$ cat config.mk
export PLATFORM = sky130hd
export DESIGN_NAME = ebt_timer
export DESIGN_NICKNAME = d
export VERILOG_FILES = /design/src/ebt_pkg.sv /design/src/ebt_timer.sv
export VERILOG_INCLUDE_DIRS = /design/src
export SDC_FILE = /design/constraint.sdc
export NUM_CORES = 1
export LEC_CHECK = 0
export CAP_MARGIN = 5
export CELL_PAD_IN_SITES_DETAIL_PLACEMENT = 0
export CELL_PAD_IN_SITES_GLOBAL_PLACEMENT = 2
export CORE_MARGIN = 2
export CORE_UTILIZATION = 44
export CTS_CLUSTER_DIAMETER = 100
export DETAILED_ROUTE_END_ITERATION = 10
export DONT_BUFFER_PORTS = 1
export PLACE_DENSITY_LB_ADDON = 0.05
export SYNTH_ARGS = -nofsm -noshare
export SYNTH_HDL_FRONTEND = slang
export SYNTH_SLANG_ARGS = --single-unit
$ cat constraint.sdc
create_clock -name core_clk -period 6.72 [get_ports core_clk]
set_clock_uncertainty 0.1 [all_clocks]
set_input_delay 0.336 -clock core_clk [delete_from_list [all_inputs] [get_ports core_clk]]
set_output_delay 0.336 -clock core_clk [all_outputs]
set_load 0.02 [all_outputs]
$ cat src/ebt_defines.svh
// register offsets, field positions, reset values of the 8-bit dual channel timer
// assumes inclusion by bare name from the timer module and its bench
`ifndef EBT_DEFINES_SVH
`define EBT_DEFINES_SVH
`define EBT_OFF_COUNT 8'hca
`define EBT_OFF_CTL 8'hcb
`define EBT_OFF_CCTL0 8'hcc
`define EBT_OFF_CC0 8'hcd
`define EBT_OFF_CCTL1 8'hce
`define EBT_OFF_CC1 8'hcf
`define EBT_CTL_DIV_HI 7
`define EBT_CTL_DIV_LO 5
`define EBT_CTL_START 4
`define EBT_CTL_TERMINAL_COUNT_IRQ_MASK 3
`define EBT_CTL_CLR 2
`define EBT_CTL_MODE_HI 1
`define EBT_CTL_MODE_LO 0
`define EBT_CCTL_IM 6
`define EBT_CCTL_ACT_HI 5
`define EBT_CCTL_ACT_LO 3
`define EBT_CCTL_EN 2
`define EBT_CTL_RESET 8'h08
`define EBT_CCTL_RESET 8'h40
`define EBT_CNT_ZERO 8'h00
`define EBT_CNT_MAX 8'hff
`endif

$ cat src/ebt_pkg.sv
// types shared by the 8-bit dual channel timer
// assumes ebt_defines.svh for numeric constants
`default_nettype none
package ebt_pkg;
  typedef enum logic [1:0] {
    EBT_FREE = 2'b00,
    EBT_DOWN = 2'b01,
    EBT_MODULO = 2'b10,
    EBT_UPDOWN = 2'b11
  } ebt_mode_t;
  typedef enum logic [2:0] {
    EBT_SET = 3'b000,
    EBT_CLEAR = 3'b001,
    EBT_TOGGLE = 3'b010,
    EBT_UPSET = 3'b011,
    EBT_UPCLEAR = 3'b100,
    EBT_SETREV = 3'b101,
    EBT_CLEARREV = 3'b110,
    EBT_UNUSED = 3'b111
  } ebt_act_t;
  typedef struct packed {
    logic [2:0] div;
    logic start;
    logic terminal_count_irq_mask;
    ebt_mode_t mode;
  } ebt_ctl_t;
  typedef struct packed {
    logic im;
    ebt_act_t act;
    logic en;
  } ebt_chan_t;
endpackage
`default_nettype wire

$ cat src/ebt_timer.sv
// 8-bit timer with two output-compare channels, one instance per timer
// assumes sfr strobes and tickEn come from logic on core_clk
// Functional notes
// - prescaler divides tick by 1 to 128
// - start bit runs, clearing it halts
// - clear bit zeroes counter, reads zero
// - clear also restores counting up
// - mode field selects four counting modes
// - free mode wraps at 0xff, flags
// - down mode loads compare 0, counts down
// - modulo mode wraps at compare 0
// - up/down mode bounces between zero, compare
// - terminal count irq gated by mask
// - enabled channels act on compare match
// - channel outputs are glitch free
// - compare 0 applies at zero, 1 immediately
// - match sets channel flag, masked irq
// - one irq line per timer instance
// - unmasking a set flag requests again
// - no new request until flag cleared
// - one dma pulse per channel match
// - count register reads current value
// - seven compare output action codes, code 7 unused
// - compare disabled, mask set after reset
`include "ebt_defines.svh"
`timescale 1ns/1ps
`default_nettype none
module ebt_timer
  import ebt_pkg::*;
#(
  parameter logic [3:0] IRQ_LINE = 4'd11
) (
  input wire logic core_clk,
  input wire logic rst,
  input wire logic tickEn,
  input wire logic [7:0] sfrAddr,
  input wire logic sfrWrEn,
  input wire logic [7:0] sfrWrData,
  input wire logic sfrRdEn,
  output logic [7:0] sfrRdData,
  input wire logic [2:0] flagClr,
  output logic tcFlag,
  output logic [1:0] chFlag,
  output logic irqReq,
  output logic [3:0] irqLine,
  output logic [1:0] chOut,
  output logic [1:0] dmaTrig
);
  ebt_ctl_t ctl, next_ctl;
  ebt_chan_t ch [2];
  ebt_chan_t next_ch [2];
  logic [7:0] cnt, next_cnt, cc0Buf, next_cc0Buf, cc0Act, next_cc0Act, cc1, next_cc1;
  logic [6:0] pre, next_pre, divMask;
  logic dirUp, next_dirUp, next_tcFlag, next_irqReq;
  logic [1:0] next_chFlag, next_chOut, next_dmaTrig, match;
  logic [2:0] pending, pendPrev;
  logic [7:0] next_rd;
  logic wrCtl, activeEdge, run, tcEv, countUp;

  assign wrCtl = sfrWrEn && sfrAddr == `EBT_OFF_CTL;
  assign divMask = 7'((8'h01 << ctl.div) - 8'h01);
  assign activeEdge = tickEn && ((pre & divMask) == divMask);
  assign run = ctl.start && activeEdge;
  assign countUp = !(ctl.mode == EBT_UPDOWN && !dirUp);
  assign pending = {chFlag[1] & ch[1].im, chFlag[0] & ch[0].im, tcFlag & ctl.terminal_count_irq_mask};

  always_comb begin
    logic [7:0] ccv;
    logic revEv;
    logic zeroEv;
    ccv = 8'h00;
    revEv = 1'b0;
    zeroEv = 1'b0;
    next_ctl = ctl;
    next_ch = ch;
    next_cnt = cnt;
    next_cc0Buf = cc0Buf;
    next_cc0Act = cc0Act;
    next_cc1 = cc1;
    next_dirUp = dirUp;
    next_chOut = chOut;
    match = 2'b00;
    tcEv = 1'b0;
    next_pre = tickEn ? 7'(pre + 7'd1) : pre;
    if (cnt == `EBT_CNT_ZERO) begin
      next_cc0Act = cc0Buf;
    end
    if (run) begin
      case (ctl.mode)
        EBT_DOWN: begin
          if (cnt == `EBT_CNT_ZERO) begin
            next_cnt = cc0Act;
          end else begin
            next_cnt = 8'(cnt - 8'd1);
            tcEv = cnt == 8'd1;
          end
        end
        EBT_MODULO: begin
          if (cnt == cc0Act) begin
            next_cnt = `EBT_CNT_ZERO;
            tcEv = 1'b1;
          end else begin
            next_cnt = 8'(cnt + 8'd1);
          end
        end
        EBT_UPDOWN: begin
          if (dirUp) begin
            if (cnt >= cc0Act) begin
              next_dirUp = 1'b0;
              next_cnt = (cnt == `EBT_CNT_ZERO) ? cnt : 8'(cnt - 8'd1);
            end else begin
              next_cnt = 8'(cnt + 8'd1);
            end
          end else if (cnt == `EBT_CNT_ZERO) begin
            next_dirUp = 1'b1;
            next_cnt = 8'(cnt + 8'd1);
          end else begin
            next_cnt = 8'(cnt - 8'd1);
            tcEv = cnt == 8'd1;
          end
        end
        default: begin
          next_cnt = 8'(cnt + 8'd1);
          tcEv = cnt == `EBT_CNT_MAX;
        end
      endcase
      // outputs change only at the clock edge, never through a gate path
      for (int i = 0; i < 2; i++) begin
        ccv = (i == 0) ? cc0Act : cc1;
        revEv = (i == 0) ? (cnt == `EBT_CNT_MAX) : (cnt == cc0Act);
        zeroEv = ch[i].en && cnt == `EBT_CNT_ZERO;
        match[i] = ch[i].en && cnt == ccv;
        if (!ch[i].en) begin
          revEv = 1'b0;
        end
        case (ch[i].act)
          EBT_SET: if (match[i]) next_chOut[i] = 1'b1;
          EBT_CLEAR: if (match[i]) next_chOut[i] = 1'b0;
          EBT_TOGGLE: if (match[i]) next_chOut[i] = ~chOut[i];
          EBT_UPSET: begin
            if (match[i]) next_chOut[i] = countUp;
            else if (zeroEv) next_chOut[i] = 1'b0;
          end
          EBT_UPCLEAR: begin
            if (match[i]) next_chOut[i] = !countUp;
            else if (zeroEv) next_chOut[i] = 1'b1;
          end
          EBT_SETREV: begin
            if (match[i]) next_chOut[i] = 1'b1;
            else if (revEv) next_chOut[i] = 1'b0;
          end
          EBT_CLEARREV: begin
            if (match[i]) next_chOut[i] = 1'b0;
            else if (revEv) next_chOut[i] = 1'b1;
          end
          default: next_chOut[i] = chOut[i];
        endcase
      end
    end
    if (sfrWrEn) begin
      case (sfrAddr)
        `EBT_OFF_CTL: begin
          next_ctl.div = sfrWrData[`EBT_CTL_DIV_HI:`EBT_CTL_DIV_LO];
          next_ctl.start = sfrWrData[`EBT_CTL_START];
          next_ctl.terminal_count_irq_mask = sfrWrData[`EBT_CTL_TERMINAL_COUNT_IRQ_MASK];
          next_ctl.mode = ebt_mode_t'(sfrWrData[`EBT_CTL_MODE_HI:`EBT_CTL_MODE_LO]);
          if (sfrWrData[`EBT_CTL_START] && !ctl.start &&
              sfrWrData[`EBT_CTL_MODE_HI:`EBT_CTL_MODE_LO] == EBT_DOWN) begin
            next_cnt = cc0Act;
          end
          if (sfrWrData[`EBT_CTL_CLR]) begin
            next_cnt = `EBT_CNT_ZERO;
            next_dirUp = 1'b1;
          end
        end
        `EBT_OFF_CCTL0, `EBT_OFF_CCTL1: begin
          next_ch[sfrAddr[1]].im = sfrWrData[`EBT_CCTL_IM];
          next_ch[sfrAddr[1]].act = ebt_act_t'(sfrWrData[`EBT_CCTL_ACT_HI:`EBT_CCTL_ACT_LO]);
          next_ch[sfrAddr[1]].en = sfrWrData[`EBT_CCTL_EN];
        end
        `EBT_OFF_CC0: next_cc0Buf = sfrWrData;
        `EBT_OFF_CC1: next_cc1 = sfrWrData;
        default: next_cc1 = cc1;
      endcase
    end
    // hardware set wins over a clear in the same cycle
    next_tcFlag = (tcFlag & ~flagClr[0]) | tcEv;
    next_chFlag = (chFlag & ~flagClr[2:1]) | match;
    // request on a rising masked flag: covers unmasking and needs a clear to recur
    next_irqReq = |(pending & ~pendPrev);
    next_dmaTrig = match;
  end

  always_ff @(posedge core_clk or posedge rst) begin
    if (rst) begin
      ctl <= ebt_ctl_t'({3'b000, 1'b0, 1'b1, EBT_FREE});
      ch[0] <= ebt_chan_t'({1'b1, EBT_SET, 1'b0});
      ch[1] <= ebt_chan_t'({1'b1, EBT_SET, 1'b0});
      cnt <= `EBT_CNT_ZERO;
      cc0Buf <= 8'h00;
      cc0Act <= 8'h00;
      cc1 <= 8'h00;
      pre <= 7'h00;
      dirUp <= 1'b1;
      tcFlag <= 1'b0;
      chFlag <= 2'b00;
      pendPrev <= 3'b000;
      irqReq <= 1'b0;
      irqLine <= IRQ_LINE;
      chOut <= 2'b00;
      dmaTrig <= 2'b00;
    end else begin
      ctl <= next_ctl;
      ch <= next_ch;
      cnt <= next_cnt;
      cc0Buf <= next_cc0Buf;
      cc0Act <= next_cc0Act;
      cc1 <= next_cc1;
      pre <= next_pre;
      dirUp <= next_dirUp;
      tcFlag <= next_tcFlag;
      chFlag <= next_chFlag;
      pendPrev <= pending;
      irqReq <= next_irqReq;
      irqLine <= IRQ_LINE;
      chOut <= next_chOut;
      dmaTrig <= next_dmaTrig;
    end
  end

  always_comb begin
    next_rd = 8'h00;
    if (sfrRdEn) begin
      case (sfrAddr)
        `EBT_OFF_COUNT: next_rd = cnt;
        `EBT_OFF_CTL: next_rd = {ctl.div, ctl.start, ctl.terminal_count_irq_mask, 1'b0, ctl.mode};
        `EBT_OFF_CCTL0: next_rd = {1'b0, ch[0].im, ch[0].act, ch[0].en, 2'b00};
        `EBT_OFF_CC0: next_rd = cc0Buf;
        `EBT_OFF_CCTL1: next_rd = {1'b0, ch[1].im, ch[1].act, ch[1].en, 2'b00};
        `EBT_OFF_CC1: next_rd = cc1;
        default: next_rd = 8'h00;
      endcase
    end
  end

  always_ff @(posedge core_clk or posedge rst) begin
    if (rst) begin
      sfrRdData <= 8'h00;
    end else begin
      sfrRdData <= next_rd;
    end
  end
endmodule
`default_nettype wire

==> flow_metrics.env, run 1 <==
export IMPL_grt_max_degree=77
export IMPL_synth_avg_cell_area_um2=9.65
export IMPL_clock_latency_ns=0.36
export IMPL_worstPathMaxFanout=20
export IMPL_path_buf_inv=0
export IMPL_worst_path_max_delay_cell="and3_1"
export IMPL_yosys_register_bits=76
export IMPL_worstSetupStartpointType="register"
export IMPL_cp_top_family="simple AND/OR/NAND/NOR gates"
export IMPL_core_mm2=0.0107
export IMPL_min_delay_path_depth=1
export IMPL_hold_viol_final=0
export IMPL_drt_first_pass_iters=4
export IMPL_cp_required_ns=6.86
export IMPL_cts_tree="built"
export IMPL_p_leak_nw=2.13
export IMPL_globalRouteOverflowTotal=0
export IMPL_wl_met3_um=539
export IMPL_setup_violations=0
export IMPL_pre_cts_slack_ns=3.78
export IMPL_nets=523
export IMPL_outcome="complete, no violations"
export IMPL_routedWlPerCell_um=21.8
export IMPL_cpPeakStageDelay_ns=0.71
export IMPL_fin_ws_ns=3.77
export IMPL_numCtsBuffers=9
export IMPL_dieWidth_um=109
export IMPL_yosys_warnings=0
export IMPL_synth_common_cells="dfrtp_1 (72), nand2_1 (41), nor2_1 (38)"
export IMPL_crit_arrival_ns=3.09
export IMPL_holdCritStartpoint="sfrWrData[1]"
export IMPL_power_mw=1.12
export IMPL_rsz0062_at_grt="false"
export IMPL_path_depth=6
export IMPL_drtIter0Drc=336
export IMPL_layout_drive_gt1_share_pct=15.1
export IMPL_ctsResizeCount=0
export IMPL_finalWirelength_um=13700
export IMPL_yosysUniqueCellTypes=74
export IMPL_place_gp_congestion=0.874
export IMPL_ctsHtreeMaxLevel=3
export IMPL_synth_edf_count=0
export IMPL_vdd_drop_max_mv=0.154
export IMPL_wl_met2_um=6450
export IMPL_reg2reg_depth=6
export IMPL_ys_seq_area_share_pct=39.7
export IMPL_drcViolationCount=0
export IMPL_dominantRegCellSynth="dfrtp_1"
export IMPL_rows=38
export IMPL_worst_hold_path_type="input pin to register"
export IMPL_end_kind="register"
export IMPL_async_reset_ff_share_pct=100
export IMPL_diodes=0
export IMPL_drv_cap=0
export IMPL_clock_sinks=76
export IMPL_area_growth_synth_to_final_pct=6.33
export IMPL_track_usage_pct=24.2
export IMPL_initial_core_util_pct=44.7
export IMPL_top_layer="met4"
export IMPL_crit_chain="nor4_4 > and3_1 > a22o_1 > a21oi_1 > a211oi_2 > mux2_1"
export IMPL_antenna_found_initial=0
export IMPL_die_area_mm2=0.0118
export IMPL_yosys_top_cells_area="dfrtp_1 (37%), mux2_2 (7.7%), ha_1 (3.4%)"
export IMPL_grt_pass1_vias=3559
export IMPL_finalCritPeriodShare_pct=43.9
export IMPL_ant_nets=0
export IMPL_dieHeight_um=109
export IMPL_max_clock_freq_mhz=339
export IMPL_io_buffers=0
export IMPL_synth_top_area_share_pct=37.5
export IMPL_power_density_mw_per_mm2=219
export IMPL_yosysMostFrequentCell="dfrtp_1"
export IMPL_cts_root_buf="clkbuf_8"
export IMPL_slew_limit_headroom_pct=34.5
export IMPL_timing_worst_setup_path_type="register to register"
export IMPL_fin_crit_ns=2.95
export IMPL_cts_buffer_depth=2
export IMPL_grt_pass1_wl_um=20900
export IMPL_viasPerCell=6.03
export IMPL_syn_inst=498
export IMPL_routedLengthMet1_um=6480
export IMPL_syn_area_mm2=0.00481
export IMPL_vias=3805
export IMPL_tightest_slew_ns=0.982
export IMPL_hpwl_um=9830
export IMPL_slew_violations=0
export IMPL_yosys_area_top_type="dfrtp_1"
export IMPL_ios=44
export IMPL_whs_ns=0.0255
export IMPL_worstSetupStartpoint="cnt[4]$_DFF_PP0_"
export IMPL_rr_startpoint="cnt[4]$_DFF_PP0_"
export IMPL_clk_pin_slew_ns=0.09
export IMPL_final_setup_tns_ns=0
-- power breakdown --
group          switching [mW]  leakage (nW)  internal [mW]
clock network           0.183        0.0966          0.173
logic                  0.0986          1.04         0.0948
registers              0.0768          1.00          0.495
-- worst register-to-register path: cells and delay by family, from the launching register on --
family | cells | cell delay (ns)
flip-flops | 1 | 0.57
AO/OA/AOI/OAI | 3 | 0.56
AND/OR/NAND/NOR | 2 | 1.28
multiplexers | 1 | 0.33
-- cell type report --
type | instances | area [µm²]
fillers | 1016 | 5640
clock inverters | 6 | 65.1
repair buffers | 10 | 95.1
well taps | 140 | 175
multi-input cells | 366 | 2650
inverters | 23 | 87.6
clock buffers | 10 | 128
flip-flops and latches | 76 | 1910
-- flip-flops by register name, summed over array words and instances, names as in the netlist, 2 cells and up --
name,count
cc0Buf,8
pre,7
chFlag,2
pendPrev,3
dmaTrig,2
chOut,2
sfrRdData,8
cc0Act,8
cc1,8
cnt,8
ch,10
ctl,7
-- per-stage QoR --
step,area (µm²),std cells,utilization [%]
floorplan,4810,500,-
global placement,4840,607,45.0
detailed placement,4840,607,45.0
CTS,5080,628,47.3
global route,5110,631,47.6
finish,5110,631,47.6
-- metal layers --
metal	vias to the layer above	global-route usage, %
met5	-	0
met4	0	7.88
met3	17	4.76
met2	97	37.0
met1	1900	34.2
li1	1791	-
-- cell usage in the layout (no fill, tap or decap), drive strengths merged, types with 3 or more instances in the layout --
master       Yosys  layout
a2111oi          3       3
xor2             8       8
a211o            3       3
clkbuf          20      10
a211oi           6       6
and3             6       6
a22o             5       5
ha              13      13
nor2b            9       9
nand3           16      16
a32oi            3       3
nor3             9       9
a22oi            4       4
nor4             3       3
a21o             6       6
xnor2            9       9
nand2           41      41
dfrtp           72      72
mux2            34      34
nand4           10      10
o21ai           27      27
dfstp            4       4
o31ai            4       4
o22ai            4       4
conb             2       4
o21a             4       4
o211ai           4       4
mux2i            5       5
o311ai           3       3
mux4             5       5
nand3b           6       6
nand2b           7       7
or3              3       3
clkinv           0       4
a21oi           16      16
and2             5       5
inv             23      23
nor2            38      38
dlygate4sd3      0       8
a31oi           11      11
-- path summary, 6_finish.rpt --
path	slack (ns)	end
min	0.03	cc0Buf[1]$_DFFE_PP0P_
min in group asynchronous	0.07	pre[0]$_DFFE_PP0P_
max in group asynchronous	5.83	cc0Act[7]$_DFFE_PP0P_
max	3.77	chOut[0]$_DFFE_PP0P_
max reg2reg	3.77	chOut[0]$_DFFE_PP0P_
min reg2reg	0.33	irqReq$_DFF_PP0_
-- cell families after synthesis --
| group | after synthesis | synth area share, % |
|---|---|---|
| simple gates | 166 | 18.7 |
| flops | 76 | 39.7 |
| other cells | 2 | 0.156 |
| mux | 44 | 11.4 |
| compound gates | 122 | 18.3 |
| fa+ha+maj | 13 | 3.38 |
| xor+xnor | 17 | 3.10 |
| buf+inv | 58 | 5.29 |
-- timing repair --
item                      4_1_cts  5_1_grt
setup buffers                   0        0
hold endpoints to repair        5        3
hold buffers                    5        3
Power figures use the tool's default switching activity.
==> inputs of run 2 (changes only) <==
CORE_UTILIZATION = 41   (was 44)
clock period = 2.9 ns   (was 6.72 ns; I/O delays follow)
==> run 2 against run 1 <==
Net effect:
- first-iteration DRC count grew 13%
- sequential power grew 120%
- combinational power grew to 3.1 times the previous value
- cell count grew 6.5%
- register-to-register slack lost 3.6 ns
- critical path depth grew 2
- flip-flop and latch count is the same
- design area grew 8.0%
- clock power grew to 3.1 times the previous value
- global-route usage is essentially flat
- routed wire length grew 7.0%
- critical endpoint is now cnt[0]$_DFF_PP0_
- highest routed layer unchanged
==> flow_metrics.env, run 2 (synthesized netlist as in run 1, its figures left out) <==
export IMPL_vdd_drop_max_mv=0.438
export IMPL_outcome="complete, no violations"
export IMPL_wl_met2_um=6920
export IMPL_dieWidth_um=112
export IMPL_min_to="sfrRdData[3]$_DFF_PP0_"
export IMPL_rr_startpoint="ctl[5]$_DFFE_PP0P_"
export IMPL_io_buffers=0
export IMPL_globalRouteOverflowTotal=0
export IMPL_diodes=0
export IMPL_crit_chain="or3_1 > ha_1 > o211a_1 > o211ai_1 > a21oi_2 > nand3_4 > or4b_1 > a31oi_1"
export IMPL_timing_worst_setup_path_type="register to register"
export IMPL_power_mw=2.98
export IMPL_layout_cells_non_filler=672
export IMPL_final_setup_tns_ns=0
export IMPL_top_layer="met4"
export IMPL_grt_max_degree=57
export IMPL_drcViolationCount=0
export IMPL_layout_drive_gt1_share_pct=19.8
export IMPL_fin_crit_ns=2.70
export IMPL_cp_required_ns=3.06
export IMPL_tightest_slew_ns=1.00
export IMPL_path_buf_inv=0
export IMPL_rsz0062_at_grt="false"
export IMPL_worst_hold_path_type="input pin to register"
export IMPL_final_common_cell="dfrtp_1"
export IMPL_finalCritPeriodShare_pct=93.0
export IMPL_whs_ns=0.0119
export IMPL_ios=44
export IMPL_cts_root_buf="clkbuf_16"
export IMPL_routedWlPerCell_um=21.9
export IMPL_clock_latency_ns=0.35
export IMPL_antenna_found_initial=0
export IMPL_rows=39
export IMPL_numCtsBuffers=9
export IMPL_clock_sinks=76
export IMPL_stdcell_area_mm2=0.00552
export IMPL_drt_first_pass_iters=5
export IMPL_end_kind="register"
export IMPL_setup_violations=0
export IMPL_power_density_mw_per_mm2=541
export IMPL_ctsHtreeMaxLevel=3
export IMPL_max_clock_freq_mhz=371
export IMPL_cp_top_family="simple AND/OR/NAND/NOR gates"
export IMPL_largest_reg_flops=10
export IMPL_dieHeight_um=112
export IMPL_dpl_cell_area_mm2=0.00503
export IMPL_final_cell_mix="dfrtp_1 (72), nand2_1 (41), nor2_1 (38)"
export IMPL_p_leak_nw=2.35
export IMPL_fin_ws_ns=0.202
export IMPL_track_usage_pct=24.2
export IMPL_clk_pin_slew_ns=0.06
export IMPL_cts_buffer_depth=2
export IMPL_cpPeakStageDelay_ns=0.54
export IMPL_finalWirelength_um=14700
export IMPL_hpwl_um=10800
export IMPL_grt_pass1_vias=3981
export IMPL_wl_met3_um=480
export IMPL_drv_cap=0
export IMPL_drtIter0Drc=378
export IMPL_ant_nets=0
export IMPL_worstSetupStartpointType="register"
export IMPL_worst_path_max_delay_cell="or4b_1"
export IMPL_vias=3993
export IMPL_routedLengthMet1_um=6950
export IMPL_area_growth_synth_to_final_pct=14.8
export IMPL_die_area_mm2=0.0126
export IMPL_r2r_end="cnt[0]$_DFF_PP0_"
export IMPL_ctsResizeCount=0
export IMPL_top_register="ch"
export IMPL_nets=561
export IMPL_hold_viol_final=0
export IMPL_cts_tree="built"
export IMPL_core_mm2=0.0114
export IMPL_slew_limit_headroom_pct=33.1
export IMPL_grt_pass1_wl_um=23200
export IMPL_reg2reg_depth=8
export IMPL_slew_violations=0
export IMPL_r2r_setup_slack_ns=0.20
export IMPL_crit_arrival_ns=2.86
export IMPL_post_route_util_pct=48.3
export IMPL_worstPathMaxFanout=12
export IMPL_place_gp_congestion=0.868
export IMPL_min_delay_path_depth=4
export IMPL_holdCritStartpoint="sfrAddr[0]"
export IMPL_dpl_cell_count=635
export IMPL_initial_core_util_pct=42.1
export IMPL_pre_cts_slack_ns=0.115
export IMPL_viasPerCell=5.94
[run 2: tightest hold or removal path, delay by kind of cell]
| family | cells | cell delay [ns] |
|---|---|---|
| compound gates | 1 | 0.06 |
| mux | 1 | 0.05 |
| simple gates | 2 | 0.16 |
[run 2: worst max-delay path by stage]
| stage | start | to | slack (ns) | cells after the start |
|---|---|---|---|---|
| floorplan | cnt[0]$_DFF_PP0_ | cnt[1]$_DFF_PP0_ | 0.37 | 9 |
| global placement | ctl[6]$_DFFE_PP0P_ | cnt[0]$_DFF_PP0_ | 0.20 | 8 |
| detailed placement | ctl[5]$_DFFE_PP0P_ | cnt[0]$_DFF_PP0_ | 0.11 | 8 |
| global route | ctl[5]$_DFFE_PP0P_ | cnt[0]$_DFF_PP0_ | 0.05 | 8 |
| finish | ctl[5]$_DFFE_PP0P_ | cnt[0]$_DFF_PP0_ | 0.20 | 8 |
| CTS | ctl[5]$_DFFE_PP0P_ | cnt[0]$_DFF_PP0_ | 0.12 | 8 |
[run 2: what timing repair did]
action	CTS	global route
hold buffers	15	0
endpoints found under the setup margin	0	1
endpoints found under the hold margin	97	0
setup buffers	0	6
[run 2: area by class of cell]
type,count,area (µm²)
fill,1114,5900
timing repair buffer,48,398
multi-input combinational,366,2650
sequential,76,1910
clock buffer,10,229
clock inverter,6,63.8
tap,143,179
inverter,23,87.6
[run 2: routing by layer]
metal	global-route usage (%)	vias up
met5	0	-
met4	8.13	0
met3	3.83	23
met2	38.2	105
met1	34.0	1980
li1	-	1885
[run 2: report_power, final]
group | leakage (nW) | internal (mW) | total, mW | switching (mW)
Combinational | 1.21 | 0.258 | 0.596 | 0.338
Clock | 0.139 | 0.666 | 1.12 | 0.454
Sequential | 1.00 | 1.15 | 1.27 | 0.116
Total | 2.35 | 2.07 | 2.98 | 0.908
==> inputs of run 3 (changes only) <==
GPL_TIMING_DRIVEN = 0   (was not set)
==> run 3 against run 2 <==
Net effect:
- core utilization is 0.30 points higher
- critical path depth is 1 higher
- combinational power increased by 1%
- global-route usage about the same
- largest power group is now clock
- clock-buffer cell count is the same
- routed wire length rose by 0.37%
- clock power is 14% higher
- hold slack worse by 0.0018 ns
- power rose by 5.0%
==> flow_metrics.env, run 3 (synthesized netlist as in run 1, its figures left out) <==
export IMPL_outcome="complete, no violations"
export IMPL_crit_arrival_ns=2.96
export IMPL_dpl_cell_area_mm2=0.00501
export IMPL_antenna_found_initial=0
export IMPL_pwr_share_clk_pct=40.9
export IMPL_final_common_cell="dfrtp_1"
export IMPL_clock_latency_ns=0.35
export IMPL_dieHeight_um=112
export IMPL_pre_cts_slack_ns=-0.271
export IMPL_vias=4043
export IMPL_slew_limit_headroom_pct=51.7
export IMPL_timing_worst_setup_path_type="register to register"
export IMPL_comb_power_share_pct=19.3
export IMPL_core_mm2=0.0114
export IMPL_worstSetupStartpointType="register"
export IMPL_numCtsBuffers=9
export IMPL_clock_sinks=76
export IMPL_p_sw_share_pct=30.0
export IMPL_drv_cap=0
export IMPL_p_switching_mw=0.940
export IMPL_setup_violations=0
export IMPL_largest_reg_flops=10
export IMPL_intPower_mw=2.19
export IMPL_layout_drive_gt1_share_pct=18.8
export IMPL_clk_pin_slew_ns=0.07
export IMPL_place_gp_congestion=0.794
export IMPL_ctsHtreeMaxLevel=3
export IMPL_fin_crit_ns=2.79
export IMPL_holdCritStartpoint="sfrWrData[2]"
export IMPL_worstPathMaxFanout=8
export IMPL_vdd_drop_max_mv=0.377
export IMPL_finalWirelength_um=14800
export IMPL_finalCritPeriodShare_pct=96.2
export IMPL_cp_required_ns=3.06
export IMPL_p_leak_nw=2.35
export IMPL_power_density_mw_per_mm2=564
export IMPL_track_usage_pct=24.1
export IMPL_hpwl_um=10800
export IMPL_slew_violations=0
export IMPL_hold_viol_final=0
export IMPL_min_delay_path_depth=2
export IMPL_max_clock_freq_mhz=358
export IMPL_cts_root_buf="clkbuf_16"
export IMPL_min_to="cnt[2]$_DFF_PP0_"
export IMPL_io_buffers=0
export IMPL_drtIter0Drc=267
export IMPL_whs_ns=0.0101
export IMPL_ios=44
export IMPL_initial_core_util_pct=42.1
export IMPL_area_growth_synth_to_final_pct=15.5
export IMPL_cts_tree="built"
export IMPL_nFillCells=1156
export IMPL_tightest_slew_ns=0.715
export IMPL_fin_ws_ns=0.109
export IMPL_rr_startpoint="ctl[6]$_DFFE_PP0P_"
export IMPL_routedWlPerCell_um=21.7
export IMPL_final_cell_mix="dfrtp_1 (72), nand2_1 (41), nor2_1 (37)"
export IMPL_top_register="ch"
export IMPL_reg2reg_depth=9
export IMPL_grt_pass1_wl_um=22900
export IMPL_seqPwrFrac_pct=39.9
export IMPL_stdcell_area_mm2=0.00555
export IMPL_rows=39
export IMPL_drcViolationCount=0
export IMPL_dieWidth_um=112
export IMPL_worst_hold_path_type="input pin to register"
export IMPL_diodes=0
export IMPL_end_kind="register"
export IMPL_final_setup_tns_ns=0
export IMPL_globalRouteOverflowTotal=0
export IMPL_drt_first_pass_iters=4
export IMPL_cts_buffer_depth=2
export IMPL_r2r_setup_slack_ns=0.11
export IMPL_viasPerCell=5.95
export IMPL_r2r_end="cnt[0]$_DFF_PP0_"
export IMPL_grt_pass1_vias=3953
export IMPL_die_area_mm2=0.0126
export IMPL_ant_nets=0
export IMPL_nets=568
export IMPL_grt_max_degree=41
## run 3: cell count changes in the layout (fill, tap and decap cells not counted), sizes merged
cell         delta
dlygate4sd3     -2
clkbuf         +20
inv             +2
clkinvlp        -1
bufinv          +1
buf            -11
clkinv          -2
## run 3: how the worst max path moves through the flow
| stage | start | to |
|---|---|---|
| finish | ctl[6]$_DFFE_PP0P_ | cnt[0]$_DFF_PP0_ |
| global route | ctl[6]$_DFFE_PP0P_ | cnt[0]$_DFF_PP0_ |
| CTS | cnt[0]$_DFF_PP0_ | cnt[1]$_DFF_PP0_ |
| detailed placement | cnt[0]$_DFF_PP0_ | cnt[1]$_DFF_PP0_ |
| global placement | cnt[0]$_DFF_PP0_ | cnt[1]$_DFF_PP0_ |
| floorplan | cnt[0]$_DFF_PP0_ | cnt[1]$_DFF_PP0_ |
## run 3: metrics by stage
stage,utilization (%),instances,total power [mW]
after floorplan,-,500,1.68
after global placement,43.7,643,1.82
after detailed placement,43.9,644,1.83
after CTS,48.0,673,3.14
after global routing,48.6,679,3.27
final,48.6,679,3.13
## run 3: final cells by class
type,count,area (µm²),share of cell area (%)
clock buffers,10,239,4.31
inverters,23,88.8,1.60
clock inverters,6,93.8,1.69
flip-flops and latches,76,1910,34.4
well taps,143,179,3.22
multi-input cells,366,2670,48.1
plain buffers,35,179,3.22
repair buffers,20,195,3.52
## run 3: what timing repair did
item / 4_1_cts / 5_1_grt
hold buffers: 13 / 0
hold endpoints to repair: 78 / 0
pin swaps: 0 / 4
setup buffers: 0 / 6
endpoints found under the setup margin: 3 / 6
resized for setup: 3 / 9
## run 3: critical path, stage by stage (launching register included)
cell      delay, ns
dfrtp_1        0.38
buf_6          0.14
or3_1          0.37
ha_1           0.28
o211a_1        0.13
o211ai_1       0.09
a21oi_2        0.26
nand3_4        0.21
or4b_1         0.55
a31oi_1        0.20
## run 3: power by group through the flow
stage          combinational [mW]  sequential (mW)  clock, mW
4_1_cts                     0.592             1.25       1.30
5_1_grt                     0.664             1.26       1.34
3_3_place_gp                0.553             1.27          0
2_1_floorplan               0.442             1.24          0
3_5_place_dp                0.563             1.27          0
6_report                    0.604             1.25       1.28
## run 3: layer usage
metal	vias to the layer above	GRT usage, %	share of wire, %
met5	-	0	0
met4	0	8.54	1.8
met3	20	4.48	4.7
met2	104	39.4	49
met1	2026	32.3	45
li1	1893	-	-
